### src/wdt_pkg.sv
package wdt_pkg;

  // Printed offsets are register indices; byte address is four times the index
  localparam logic [7:0] CTRL_INDEX = 8'h00;
  localparam logic [7:0] STATUS_INDEX = 8'h01;
  localparam logic [7:0] CTRL_ADDR = 8'h00;
  localparam logic [7:0] STATUS_ADDR = 8'h04;
  localparam logic [7:0] GUARD_ADDR = 8'h08;
  localparam logic [7:0] IRQ_STATUS_ADDR = 8'h0c;
  localparam logic [7:0] IRQ_MASK_ADDR = 8'h10;
  localparam logic [7:0] COUNT_ADDR = 8'h14;

  localparam int WINDOW_LSB = 4;
  localparam int PERIOD_LSB = 0;
  localparam int LOCK_BIT = 7;
  localparam int SYNC_BIT = 0;
  localparam logic [7:0] STATUS_RESET = 8'h00;
  localparam logic [3:0] CODE_OFF = 4'h0;
  localparam logic [3:0] CODE_MAX = 4'hb;

  localparam logic [7:0] GUARD_KEY = 8'hd8;
  localparam logic [2:0] GUARD_WINDOW = 3'h4;

  localparam int IRQ_TIMEOUT = 0;
  localparam int IRQ_EARLY = 1;
  localparam int IRQ_SYNC_DONE = 2;
  localparam int IRQ_WIDTH = 3;

  localparam int PCLK_PERIOD_NS = 50;
  localparam int TICK_PERIOD_US = 1000;
  localparam int TICK_CYCLES = TICK_PERIOD_US * 1000 / PCLK_PERIOD_NS;
  localparam int HANDOFF_TICKS = 2;

  localparam int COUNT_WIDTH = 14;
  localparam logic [13:0] BASE_TICKS = 14'h0008;

  typedef enum logic [3:0] {
    ST_OFF = 4'b0001,
    ST_ARM = 4'b0010,
    ST_CLOSED = 4'b0100,
    ST_OPEN = 4'b1000
  } wd_state_t;

  // Code 1 gives 8 ticks, doubling per step up to 8192; reserved codes clamp
  function automatic logic [13:0] decode_ticks(input logic [3:0] code);
    logic [3:0] step;
    step = (code > CODE_MAX) ? CODE_MAX : code;
    if (step == CODE_OFF) begin
      decode_ticks = 14'h0000;
    end else begin
      decode_ticks = BASE_TICKS << (step - 4'h1);
    end
  endfunction : decode_ticks

endpackage : wdt_pkg

### src/tick_divider.sv
module tick_divider #(
  parameter int DIV = wdt_pkg::TICK_CYCLES
) (
  input wire logic pclk,
  input wire logic presetn,
  output logic tick
);
  localparam int W = $clog2(DIV);
  logic [W-1:0] count;

  always_ff @(posedge pclk or negedge presetn) begin
    if (!presetn) begin
      count <= '0;
      tick <= 1'b0;
    end else if (count == W'(DIV - 1)) begin
      count <= '0;
      tick <= 1'b1;
    end else begin
      count <= count + 1'b1;
      tick <= 1'b0;
    end
  end
endmodule : tick_divider

### src/tick_handoff.sv
module tick_handoff (
  input wire logic pclk,
  input wire logic presetn,
  input wire logic tick,
  input wire logic start,
  output logic busy,
  output logic done
);
  logic [1:0] seen;

  // A start while busy is dropped, not queued
  always_ff @(posedge pclk or negedge presetn) begin
    if (!presetn) begin
      busy <= 1'b0;
      seen <= 2'h0;
      done <= 1'b0;
    end else begin
      done <= 1'b0;
      if (start && !busy) begin
        busy <= 1'b1;
        seen <= 2'h0;
      end else if (busy && tick) begin
        if (seen == 2'(wdt_pkg::HANDOFF_TICKS - 1)) begin
          busy <= 1'b0;
          done <= 1'b1;
        end else begin
          seen <= seen + 2'h1;
        end
      end
    end
  end
endmodule : tick_handoff

### src/windowed_watchdog_registers.sv
// Contract
// - Non-zero window field in bits 7:4 selects windowed operation; zero means normal.
// - Window codes 1..B give closed times 8..8192 ticks; 0 off; above B reserved.
// - Non-zero period field in bits 3:0 turns the watchdog on; zero keeps it off.
// - Period codes 1..B give time-outs 8..8192 ticks, doubling; 0 off.
// - In windowed operation the period code sets the open window length.
// - While lock is one, control register writes are ignored.
// - Lock accepts only writes of one; cleared only in debug mode.
// - Non-zero period after boot load sets lock automatically.
// - Setting lock needs the protected-write unlock; unprotected attempts ignored.
// - Sync-pending rises right after a control write, held during transfer.
// - Sync-pending clears by hardware once transfer to tick domain ends.
// - Sync-pending readable anytime, read-only; status resets to zero.
// - Protected write succeeds only within four accesses after the unlock key.
// - System reset on missed time-out or kick inside the closed window.
// - A kick takes two to three ticks to sync; kicks meanwhile ignored. Here the handoff ends on the second tick seen, one to two tick periods.
// - Control reset value comes from the boot configuration fuse.
module windowed_watchdog_registers #(
  parameter int TICK_DIV = wdt_pkg::TICK_CYCLES
) (
  input wire logic pclk,
  input wire logic presetn,
  input wire logic psel,
  input wire logic penable,
  input wire logic pwrite,
  input wire logic [7:0] paddr,
  input wire logic [31:0] pwdata,
  output logic [31:0] prdata,
  output logic pready,
  output logic pslverr,
  input wire logic kick_instruction,
  input wire logic debug_mode,
  input wire logic [7:0] boot_fuse_config,
  output logic system_reset,
  output logic irq
);

  localparam int IRQ_W = wdt_pkg::IRQ_WIDTH;
  typedef wdt_pkg::wd_state_t wd_state_alias_t;

  logic tick;
  logic [7:0] watchdog_control;
  logic [7:0] active_control;
  logic lock;
  logic boot_loaded;
  logic [2:0] guard_count;
  logic [IRQ_W-1:0] irq_status;
  logic [IRQ_W-1:0] irq_mask;
  logic [IRQ_W-1:0] read_snapshot;
  logic [IRQ_W-1:0] events;
  logic sync_pending;
  logic ctrl_done;
  logic kick_busy;
  logic kick_done;
  logic ctrl_start;
  logic after_debug;
  wd_state_alias_t state;
  logic [13:0] remaining;
  logic fire_timeout;
  logic fire_early;

  tick_divider #(
    .DIV(TICK_DIV)
  ) u_tick_divider (
    .pclk(pclk),
    .presetn(presetn),
    .tick(tick)
  );

  // Control value handoff into the tick-rate logic
  tick_handoff u_ctrl_handoff (
    .pclk(pclk),
    .presetn(presetn),
    .tick(tick),
    .start(ctrl_start),
    .busy(sync_pending),
    .done(ctrl_done)
  );

  // Kicks pass through the same two-tick handoff; one in flight blocks the next
  tick_handoff u_kick_handoff (
    .pclk(pclk),
    .presetn(presetn),
    .tick(tick),
    .start(kick_instruction),
    .busy(kick_busy),
    .done(kick_done)
  );

  // Bus decode
  logic setup_phase;
  logic access_done;
  logic wr_done;
  logic rd_done;
  logic guard_open;
  logic ctrl_hit;
  logic status_hit;
  logic guard_hit;
  logic irq_status_hit;
  logic irq_mask_hit;
  logic count_hit;
  logic mapped;

  assign setup_phase = psel && !penable;
  assign access_done = psel && penable && pready;
  assign wr_done = access_done && pwrite;
  assign rd_done = access_done && !pwrite;
  assign guard_open = (guard_count != 3'h0);

  function automatic logic addr_is(input logic [7:0] addr, input logic [7:0] target);
    addr_is = (addr == target);
  endfunction : addr_is

  assign ctrl_hit = addr_is(paddr, wdt_pkg::CTRL_ADDR);
  assign status_hit = addr_is(paddr, wdt_pkg::STATUS_ADDR);
  assign guard_hit = addr_is(paddr, wdt_pkg::GUARD_ADDR);
  assign irq_status_hit = addr_is(paddr, wdt_pkg::IRQ_STATUS_ADDR);
  assign irq_mask_hit = addr_is(paddr, wdt_pkg::IRQ_MASK_ADDR);
  assign count_hit = addr_is(paddr, wdt_pkg::COUNT_ADDR);
  assign mapped = ctrl_hit || status_hit || guard_hit || irq_status_hit
      || irq_mask_hit || count_hit;

  // A control write lands only when unlocked, guarded and not mid-transfer
  assign ctrl_start = (wr_done && ctrl_hit && guard_open && !lock && !sync_pending)
      || (!boot_loaded);

  // Zero-wait slave: ready is registered one cycle after setup
  always_ff @(posedge pclk or negedge presetn) begin
    if (!presetn) begin
      pready <= 1'b0;
      pslverr <= 1'b0;
    end else begin
      pready <= setup_phase;
      pslverr <= setup_phase && !mapped;
    end
  end

  logic [31:0] next_prdata;

  always_comb begin
    next_prdata = 32'h0000_0000;
    if (ctrl_hit) begin
      next_prdata[7:0] = watchdog_control;
    end else if (status_hit) begin
      next_prdata[7:0] = wdt_pkg::STATUS_RESET;
      next_prdata[wdt_pkg::LOCK_BIT] = lock;
      next_prdata[wdt_pkg::SYNC_BIT] = sync_pending;
    end else if (guard_hit) begin
      next_prdata[2:0] = guard_count;
    end else if (irq_status_hit) begin
      next_prdata[IRQ_W-1:0] = irq_status;
    end else if (irq_mask_hit) begin
      next_prdata[IRQ_W-1:0] = irq_mask;
    end else if (count_hit) begin
      next_prdata[13:0] = remaining;
      next_prdata[19:16] = state;
    end
  end

  always_ff @(posedge pclk or negedge presetn) begin
    if (!presetn) begin
      prdata <= 32'h0000_0000;
      read_snapshot <= '0;
    end else if (setup_phase) begin
      prdata <= pwrite ? 32'h0000_0000 : next_prdata;
      read_snapshot <= (!pwrite && irq_status_hit) ? irq_status : '0;
    end
  end

  // Fuse value is caught on the first edge after reset release
  always_ff @(posedge pclk or negedge presetn) begin
    if (!presetn) begin
      boot_loaded <= 1'b0;
    end else begin
      boot_loaded <= 1'b1;
    end
  end

  // Guard window: the key opens four accesses; a guard write without the key shuts it, any other access uses one up
  always_ff @(posedge pclk or negedge presetn) begin
    if (!presetn) begin
      guard_count <= 3'h0;
    end else if (wr_done && guard_hit) begin
      guard_count <= (pwdata[7:0] == wdt_pkg::GUARD_KEY) ? wdt_pkg::GUARD_WINDOW : 3'h0;
    end else if (access_done && guard_open) begin
      guard_count <= guard_count - 3'h1;
    end
  end

  always_ff @(posedge pclk or negedge presetn) begin
    if (!presetn) begin
      watchdog_control <= 8'h00;
    end else if (!boot_loaded) begin
      watchdog_control <= boot_fuse_config;
    end else if (ctrl_start) begin
      watchdog_control <= pwdata[7:0];
    end
  end

  always_ff @(posedge pclk or negedge presetn) begin
    if (!presetn) begin
      lock <= 1'b0;
    end else if (!boot_loaded) begin
      lock <= (boot_fuse_config[3:0] != wdt_pkg::CODE_OFF);
    end else if (wr_done && status_hit && guard_open) begin
      if (pwdata[wdt_pkg::LOCK_BIT]) begin
        lock <= 1'b1;
      end else if (debug_mode) begin
        lock <= 1'b0;
      end
    end
  end

  // Tick-rate copy of control, taken when the handoff completes
  always_ff @(posedge pclk or negedge presetn) begin
    if (!presetn) begin
      active_control <= 8'h00;
    end else if (ctrl_done) begin
      active_control <= watchdog_control;
    end
  end

  // Timing core
  logic [3:0] window_code;
  logic [3:0] period_code;
  logic window_mode;
  logic running;

  assign window_code = active_control[7:wdt_pkg::WINDOW_LSB];
  assign period_code = active_control[wdt_pkg::WINDOW_LSB-1:wdt_pkg::PERIOD_LSB];
  assign window_mode = (window_code != wdt_pkg::CODE_OFF);
  assign running = (period_code != wdt_pkg::CODE_OFF);

  assign fire_early = (state == wdt_pkg::ST_CLOSED) && kick_done;
  assign fire_timeout = (state == wdt_pkg::ST_OPEN) && tick && !kick_done
      && (remaining <= 14'h0001);

  // Debug leaves the arm stage out after resuming; timing restarts in the open window
  always_ff @(posedge pclk or negedge presetn) begin
    if (!presetn) begin
      after_debug <= 1'b0;
    end else if (debug_mode) begin
      after_debug <= 1'b1;
    end else if (state != wdt_pkg::ST_OFF) begin
      after_debug <= 1'b0;
    end
  end

  always_ff @(posedge pclk or negedge presetn) begin
    if (!presetn) begin
      state <= wdt_pkg::ST_OFF;
      remaining <= 14'h0000;
    end else if (!running || debug_mode || ctrl_done || fire_early || fire_timeout) begin
      // New settings, halt or a fired reset restart from a clean count
      state <= wdt_pkg::ST_OFF;
      remaining <= 14'h0000;
    end else begin
      case (state)
        wdt_pkg::ST_OFF: begin
          if (window_mode && !after_debug) begin
            state <= wdt_pkg::ST_ARM;
          end else begin
            state <= wdt_pkg::ST_OPEN;
            remaining <= wdt_pkg::decode_ticks(period_code);
          end
        end
        wdt_pkg::ST_ARM: begin
          if (kick_done) begin
            state <= wdt_pkg::ST_CLOSED;
            remaining <= wdt_pkg::decode_ticks(window_code);
          end
        end
        wdt_pkg::ST_CLOSED: begin
          if (tick) begin
            if (remaining <= 14'h0001) begin
              state <= wdt_pkg::ST_OPEN;
              remaining <= wdt_pkg::decode_ticks(period_code);
            end else begin
              remaining <= remaining - 14'h0001;
            end
          end
        end
        wdt_pkg::ST_OPEN: begin
          if (kick_done && window_mode) begin
            state <= wdt_pkg::ST_CLOSED;
            remaining <= wdt_pkg::decode_ticks(window_code);
          end else if (kick_done) begin
            remaining <= wdt_pkg::decode_ticks(period_code);
          end else if (tick) begin
            remaining <= remaining - 14'h0001;
          end
        end
        default: begin
          state <= wdt_pkg::ST_OFF;
          remaining <= 14'h0000;
        end
      endcase
    end
  end

  always_ff @(posedge pclk or negedge presetn) begin
    if (!presetn) begin
      system_reset <= 1'b0;
    end else begin
      system_reset <= fire_early || fire_timeout;
    end
  end

  // Interrupt flags: set beats the clear-on-read of the same bit
  always_comb begin
    events = '0;
    events[wdt_pkg::IRQ_TIMEOUT] = fire_timeout;
    events[wdt_pkg::IRQ_EARLY] = fire_early;
    events[wdt_pkg::IRQ_SYNC_DONE] = ctrl_done;
  end

  always_ff @(posedge pclk or negedge presetn) begin
    if (!presetn) begin
      irq_status <= '0;
    end else if (rd_done && irq_status_hit) begin
      // Only bits that were returned are cleared, so a late set is not lost
      irq_status <= (irq_status & ~read_snapshot) | events;
    end else begin
      irq_status <= irq_status | events;
    end
  end

  always_ff @(posedge pclk or negedge presetn) begin
    if (!presetn) begin
      irq_mask <= '0;
    end else if (wr_done && irq_mask_hit) begin
      irq_mask <= pwdata[IRQ_W-1:0];
    end
  end

  // Registered output lags the status bit by one cycle
  always_ff @(posedge pclk or negedge presetn) begin
    if (!presetn) begin
      irq <= 1'b0;
    end else begin
      irq <= |(irq_status & irq_mask);
    end
  end

endmodule : windowed_watchdog_registers

### config.mk
export PLATFORM = sky130hd
export DESIGN_NAME = windowed_watchdog_registers
export DESIGN_NICKNAME = d
export VERILOG_FILES = /design/src/wdt_pkg.sv /design/src/tick_divider.sv /design/src/tick_handoff.sv /design/src/windowed_watchdog_registers.sv
export SDC_FILE = /design/constraint.sdc
export NUM_CORES = 1
export LEC_CHECK = 0
export BUFFER_PORTS_ARGS = -buffer_cell sky130_fd_sc_hd__buf_2
export CORE_MARGIN = 2
export CORE_UTILIZATION = 55
export DETAILED_ROUTE_END_ITERATION = 12
export PLACE_DENSITY = 0.77
export SLEW_MARGIN = 40
export SYNTH_ARGS = -nofsm -noshare
export SYNTH_HDL_FRONTEND = slang
export SYNTH_SLANG_ARGS = --single-unit
### constraint.sdc
create_clock -name pclk -period 2.7 [get_ports pclk]
set_input_delay 0.27 -clock pclk [delete_from_list [all_inputs] [get_ports pclk]]
set_output_delay 0.27 -clock pclk [all_outputs]
set_load 0.03 [all_outputs]
Word level (Yosys, flattened, before mapping)
Index checks and enable logic that the tools add are counted.
Cells by class
  muxes and demuxes: 71
  bitwise logic cells: 5
  reduce and logical (&&, ||, !) cells: 69
  add/subtract/negate cells: 7
  shift operators: 2
  eq/ne operators: 25
  order comparisons: 3
Operators with widths (number)
  14-bit 2-to-1 mux: 11
  4-bit 2-to-1 mux: 14
  14-bit case mux with 4 select lines: 1
  11-bit 2-to-1 mux: 3
  8-bit 2-to-1 mux: 4
  4-bit by 4-bit left shift with 14-bit output, first input constant: 2
  1-bit logical AND: 27
  3-bit 2-to-1 mux: 8
  20-bit 2-to-1 mux: 1
  1-bit 2-to-1 mux: 19
  8-bit by 4-bit equality test with 1-bit output, second input constant: 2
  8-bit by 5-bit equality test with 1-bit output, second input constant: 2
  4-bit case mux with 4 select lines: 1
  15-bit by 1-bit adder with 15-bit output, second input constant: 1
  15-bit equality test, second input constant: 1
  15-bit 2-to-1 mux: 1
  14-bit by 1-bit <= comparator with 1-bit output, second input constant: 1
  14-bit by 1-bit subtractor with 14-bit output, second input constant: 1
  2-bit 2-to-1 mux: 6
  6-bit 2-to-1 mux: 2
  2-bit nonzero test: 6
  4-bit nonzero test: 3
  1-bit logical OR: 11
  1-bit logical NOT: 10
  26 further kinds: 44
Word-level totals
  bits of input ports: 55
  flip-flop bits (word level): 109
  word-level logic and storage cells: 206

Depth between registers and ports, before layout
  depth in word-level cells: 11
  gate-level depth with buffers: 9
  gate-level depth less buffers: 8

Modules after synthesis
From an unflattened synthesis, not the netlist that was laid out.
Unflattened totals
  cell total of the unflattened synthesis: 543
  area, all modules: 5406.4 µm²
Modules (own cells, without submodules)
  windowed_watchdog_registers: cells each 443, sequential area each 1778.0 µm², instances 1, area each 4285.4 µm²
  tick_divider: cells each 64, sequential area each 400.4 µm², instances 1, area each 720.7 µm²
  tick_handoff: cells each 18, sequential area each 100.1 µm², instances 2, area each 200.2 µm²

Least setup slack after synthesis
No wires, ideal clock.
  path kind: flip-flop to flip-flop
  from: reg state[0] in the netlist's numbering
  to: reg remaining[3]
  setup slack: 0.450 ns
  path buffers: 2
  cell stages (with the launch flop): 9
  period minus slack after synthesis: 2.250 ns
  setup time: 0.128 ns
  arrival time: 2.122 ns
  cells stage by stage: dfstp_2 -> buf_6 -> or4b_1 -> or3_4 -> o311a_2 -> and3_1 -> buf_6 -> a31oi_4 -> o22ai_1
On the way
  word-level cells in the longest chain between the ends: 7
  elaborated cells between the ends (all ways): 17
Ends and longest elaborated chain
  start, declared: line windowed_watchdog_registers.sv:57  | wd_state_alias_t state;
  start signal, assigned: line windowed_watchdog_registers.sv:251  | state <= wdt_pkg::ST_OFF;
  start signal, assigned: line windowed_watchdog_registers.sv:255  | state <= wdt_pkg::ST_OFF;
  start signal, assigned: line windowed_watchdog_registers.sv:261  | state <= wdt_pkg::ST_ARM;
  4-bit equality test: line windowed_watchdog_registers.sv:235, windowed_watchdog_registers.sv:258
  1-bit logical AND (2 in series): line windowed_watchdog_registers.sv:235  | assign fire_timeout = (state == wdt_pkg::ST_OPEN) && tick && !kick_done
  1-bit logical AND: line windowed_watchdog_registers.sv:236  | && (remaining <= 14'h0001);
  1-bit logical OR: line windowed_watchdog_registers.sv:253  | end else if (!running || debug_mode || ctrl_done || fire_early || fire_timeout) begin
  5-bit by 1-bit != test with 1-bit output (no line) (tied with other cells)
  4-bit AND reduction (no line)
  end signal, assigned: line windowed_watchdog_registers.sv:264  | remaining <= wdt_pkg::decode_ticks(period_code);
  end signal, assigned: line windowed_watchdog_registers.sv:270  | remaining <= wdt_pkg::decode_ticks(window_code);
  end signal, assigned: line windowed_watchdog_registers.sv:277  | remaining <= wdt_pkg::decode_ticks(period_code);
  end, declared: line windowed_watchdog_registers.sv:58  | logic [13:0] remaining;
Several ways; a longest one is shown, not always the timed one.
A chain may end at the register's enable or synchronous reset.

Final worst setup path
Same ends and word-level chain as after synthesis.

==> qor.yml <==
worst_setup_path:
  critPathMaxStageDelay_ps: 640
  crit_path_start_kind: "flop"
  critical_path_arrival_ps: 2760
  worst-setup-path-type: "reg2reg"
  required_ps: 2940
  slowest_stage: "dfstp_2"
  crit_fanout: 10
  cp_cell_sequence: "or4b_1, or3_4, o311a_2, and3_1, a31oi_4, o22ai_1"
  r2r_setup_slack_ps: 180
  crit_family: "simple AND/OR/NAND/NOR gates"
  path_buf_inv: 0
  critPathCaptureType: "flop"
floorplan:
  num_rows: 35
  die_area_sq_um: 10500
  die_w_microns: 103
  core_sq_um: 9330
  ios: 91
  die_y_microns: 103
  start_util_pct: 57.3
clocking:
  numCtsBuffers: 9
  path_clk_slew_ps: 110
  cts.path.max_buffers: 2
  cts_sinks: 95
  htree_levels: 3
  cts_tree: "done"
  cts_setup_buffers: 0
  clockRootBuffer: "clkbuf_8"
  insertion_delay_ps: 360
timing:
  rsz0062_at_grt: "no"
  clock_skew_ps: 16.0
  relSlewSlack_pct: 50.5
  setup-tns-final_ps: 0
  timing.final.crit_period_ps: 2520
  finalSetupViolCount: 0
  worstMarginPinSlew_ps: 733
  hold_viol: 0
  fin_ws_ps: 180
  drv_slew: 0
  timing.hold.ws_ps: 164
  fin_crit_sh_pct: 93.3
  fmax_mhz: 397
synthesis:
  synth_warnings: 0
  syn_area_sq_um: 5350
  synth.avg_cell_area_sq_um: 10.1
  synthArstFlopShare_pct: 100
  synth_edf_count: 0
  synthCells: 532
  ys_ff_latch: 95
  ys_types: 85
  yosysSeqAreaShare_pct: 44.5
  synth-main-ff-cell: "dfrtp_1"
flow_run:
  maxCapViolCount: 0
pwr:
  peakVddDrop_v: 0.000316
  p_leak_nw: 2.79
  powerDensity_nw_per_um2: 438
detailed_routing:
  postRouteAntennaNets: 0
  dr.pass1.iters: 5
  route.detailed.drc: 0
  drt_iter0_markers: 212
  avgRoutedWirePerCell_microns: 17.1
  vias: 4285
  wirelength_mm: 12.2
  post_drt_via_cell_ratio: 6.02
grt:
  grt_pass1_wl_mm: 20.1
  grt_max_degree: 71
  grt-ovfl-total: 0
  grt_pass1_vias: 4045
  antenna_found_initial: 0
  grtUsageTotal_pct: 24.5
finish:
  drive_above_1_share_pct: 20.2
  design_area_sq_um: 5880
  finalNonFillerCells: 712
  multi_input_area_sq_um: 2690
  area_delta_synth_final_pct: 9.99
  seq_area_sq_um: 2380
  diodes: 0
  nNetsFinal: 641
  num-fill-cells: 783
place:
  place_ws_ps: 225
  placed_area_sq_um: 5670
  port_buffers: 52
  place.gp.congestion: 0.925
  dp_cells: 695
  dp_hpwl_mm: 8.96
worst_hold_path:
  holdCritPathClass: "in2reg"
run_status:
  run_status: "finished clean"
## cells in the mapped netlist, types with 6 or more instances
master    count  area share (%)
xor2_1        8             1.3
nand3_1      17             1.6
and3_1        7            0.82
a21oi_1      27             2.5
clkbuf_1     18             1.3
nand2_1      35             2.5
nand2b_1      9             1.1
a31oi_1       6            0.70
buf_4        15             2.1
nor3_1       10            0.94
ha_1          8             1.9
mux2_2       12             2.5
a22o_1       24             3.9
xnor2_1      12             2.0
nor2b_1      12             1.4
o21ai_0      16             1.5
dfrtp_1      94              44
o21ai_1       6            0.56
mux2i_1       8             1.5
nor2_1       49             3.4
inv_1        17             1.2
## state kept, by name (all words and copies together) (netlist names), 2 cells and up
signal / count
u_tick_divider.count: 15
u_ctrl_handoff.seen: 2
irq_status: 3
watchdog_control: 8
guard_count: 3
active_control: 8
read_snapshot: 3
u_kick_handoff.seen: 2
remaining: 14
state: 4
prdata: 18
irq_mask: 3
## logic make-up (layout without fill, tap and decap cells)
group / after synthesis / count (layout) / synth area share (%)
flip-flops: 95 / 95 / 44.5
buffers and inverters: 62 / 100 / 6.29
XOR/XNOR: 20 / 20 / 3.27
other: 2 / 15 / 0.140
AND/OR/NAND/NOR: 190 / 190 / 20.3
multiplexers: 20 / 20 / 4.02
AO/OA/AOI/OAI: 135 / 135 / 19.7
adder cells (fa/ha/maj): 8 / 8 / 1.87
## cells in the final DEF, fill, tap and decap left out, drive strengths merged, types with 8 or more instances in the layout
cell type,instances
a22o,24
mux2i,8
dfrtp,94
nand2b,9
xor2,8
conb,15
xnor2,12
buf,66
nand3,17
clkbuf,9
a21oi,27
nor3,11
inv,19
nor2b,12
nand2,35
o21ai,24
ha,8
mux2,12
nor2,49
## what timing repair did
item,CTS,global route
gates resized for setup,0,1
hold buffers,1,0
endpoints found under the setup margin,0,1
endpoints found under the hold margin,24,0
## per-layer routing
| metal | share of wire (%) | global-route usage (%) |
|---|---|---|
| met1 | 44 | 33.8 |
| met2 | 48 | 39.0 |
| met3 | 6.2 | 5.49 |
| met4 | 2.1 | 7.59 |
| met5 | 0 | 0 |
## final cells by class
type / instances / area share (%)
clock inverters: 7 / 1.36
multi-input cells: 388 / 45.6
well taps: 129 / 2.74
repair buffers: 67 / 6.64
inverters: 17 / 1.08
clock buffers: 9 / 2.11
flip-flops and latches: 95 / 40.4
## power by group
part           switching (mW)  internal (mW)
clock network           0.535          0.438
registers              0.0203           1.44
logic                   0.104         0.0426
## worst min-delay path: stages
cell and delay (ps):
buf_2 70, nor2_1 30, a21oi_1 100
## final timing paths
path / from / cells past startpoint / endpoint
hold reg to reg: u_tick_divider.count[0]$_DFF_PN0_ / 1 / u_tick_divider.count[0]$_DFF_PN0_
setup / recovery: state[0]$_DFFE_PN1P_ / 6 / remaining[3]$_DFFE_PN0P_
max in group asynchronous: presetn / 3 / u_ctrl_handoff.done$_DFF_PN0_
hold / removal: boot_fuse_config[4] / 3 / watchdog_control[4]$_DFFE_PN0P_
min in group asynchronous: presetn / 2 / prdata[9]$_DFFE_PN0P_
setup reg to reg: state[0]$_DFFE_PN1P_ / 6 / remaining[3]$_DFFE_PN0P_
## metrics by stage
step / utilization, % / total power [mW]
after global routing: 63.1 / 2.68
after detailed placement: 60.8 / 1.63
final: 63.1 / 2.58
after CTS: 63.0 / 2.60
after floorplan: - / 1.57
after global placement: 60.8 / 1.63
Note: power is estimated with default switching activity, not from simulation.
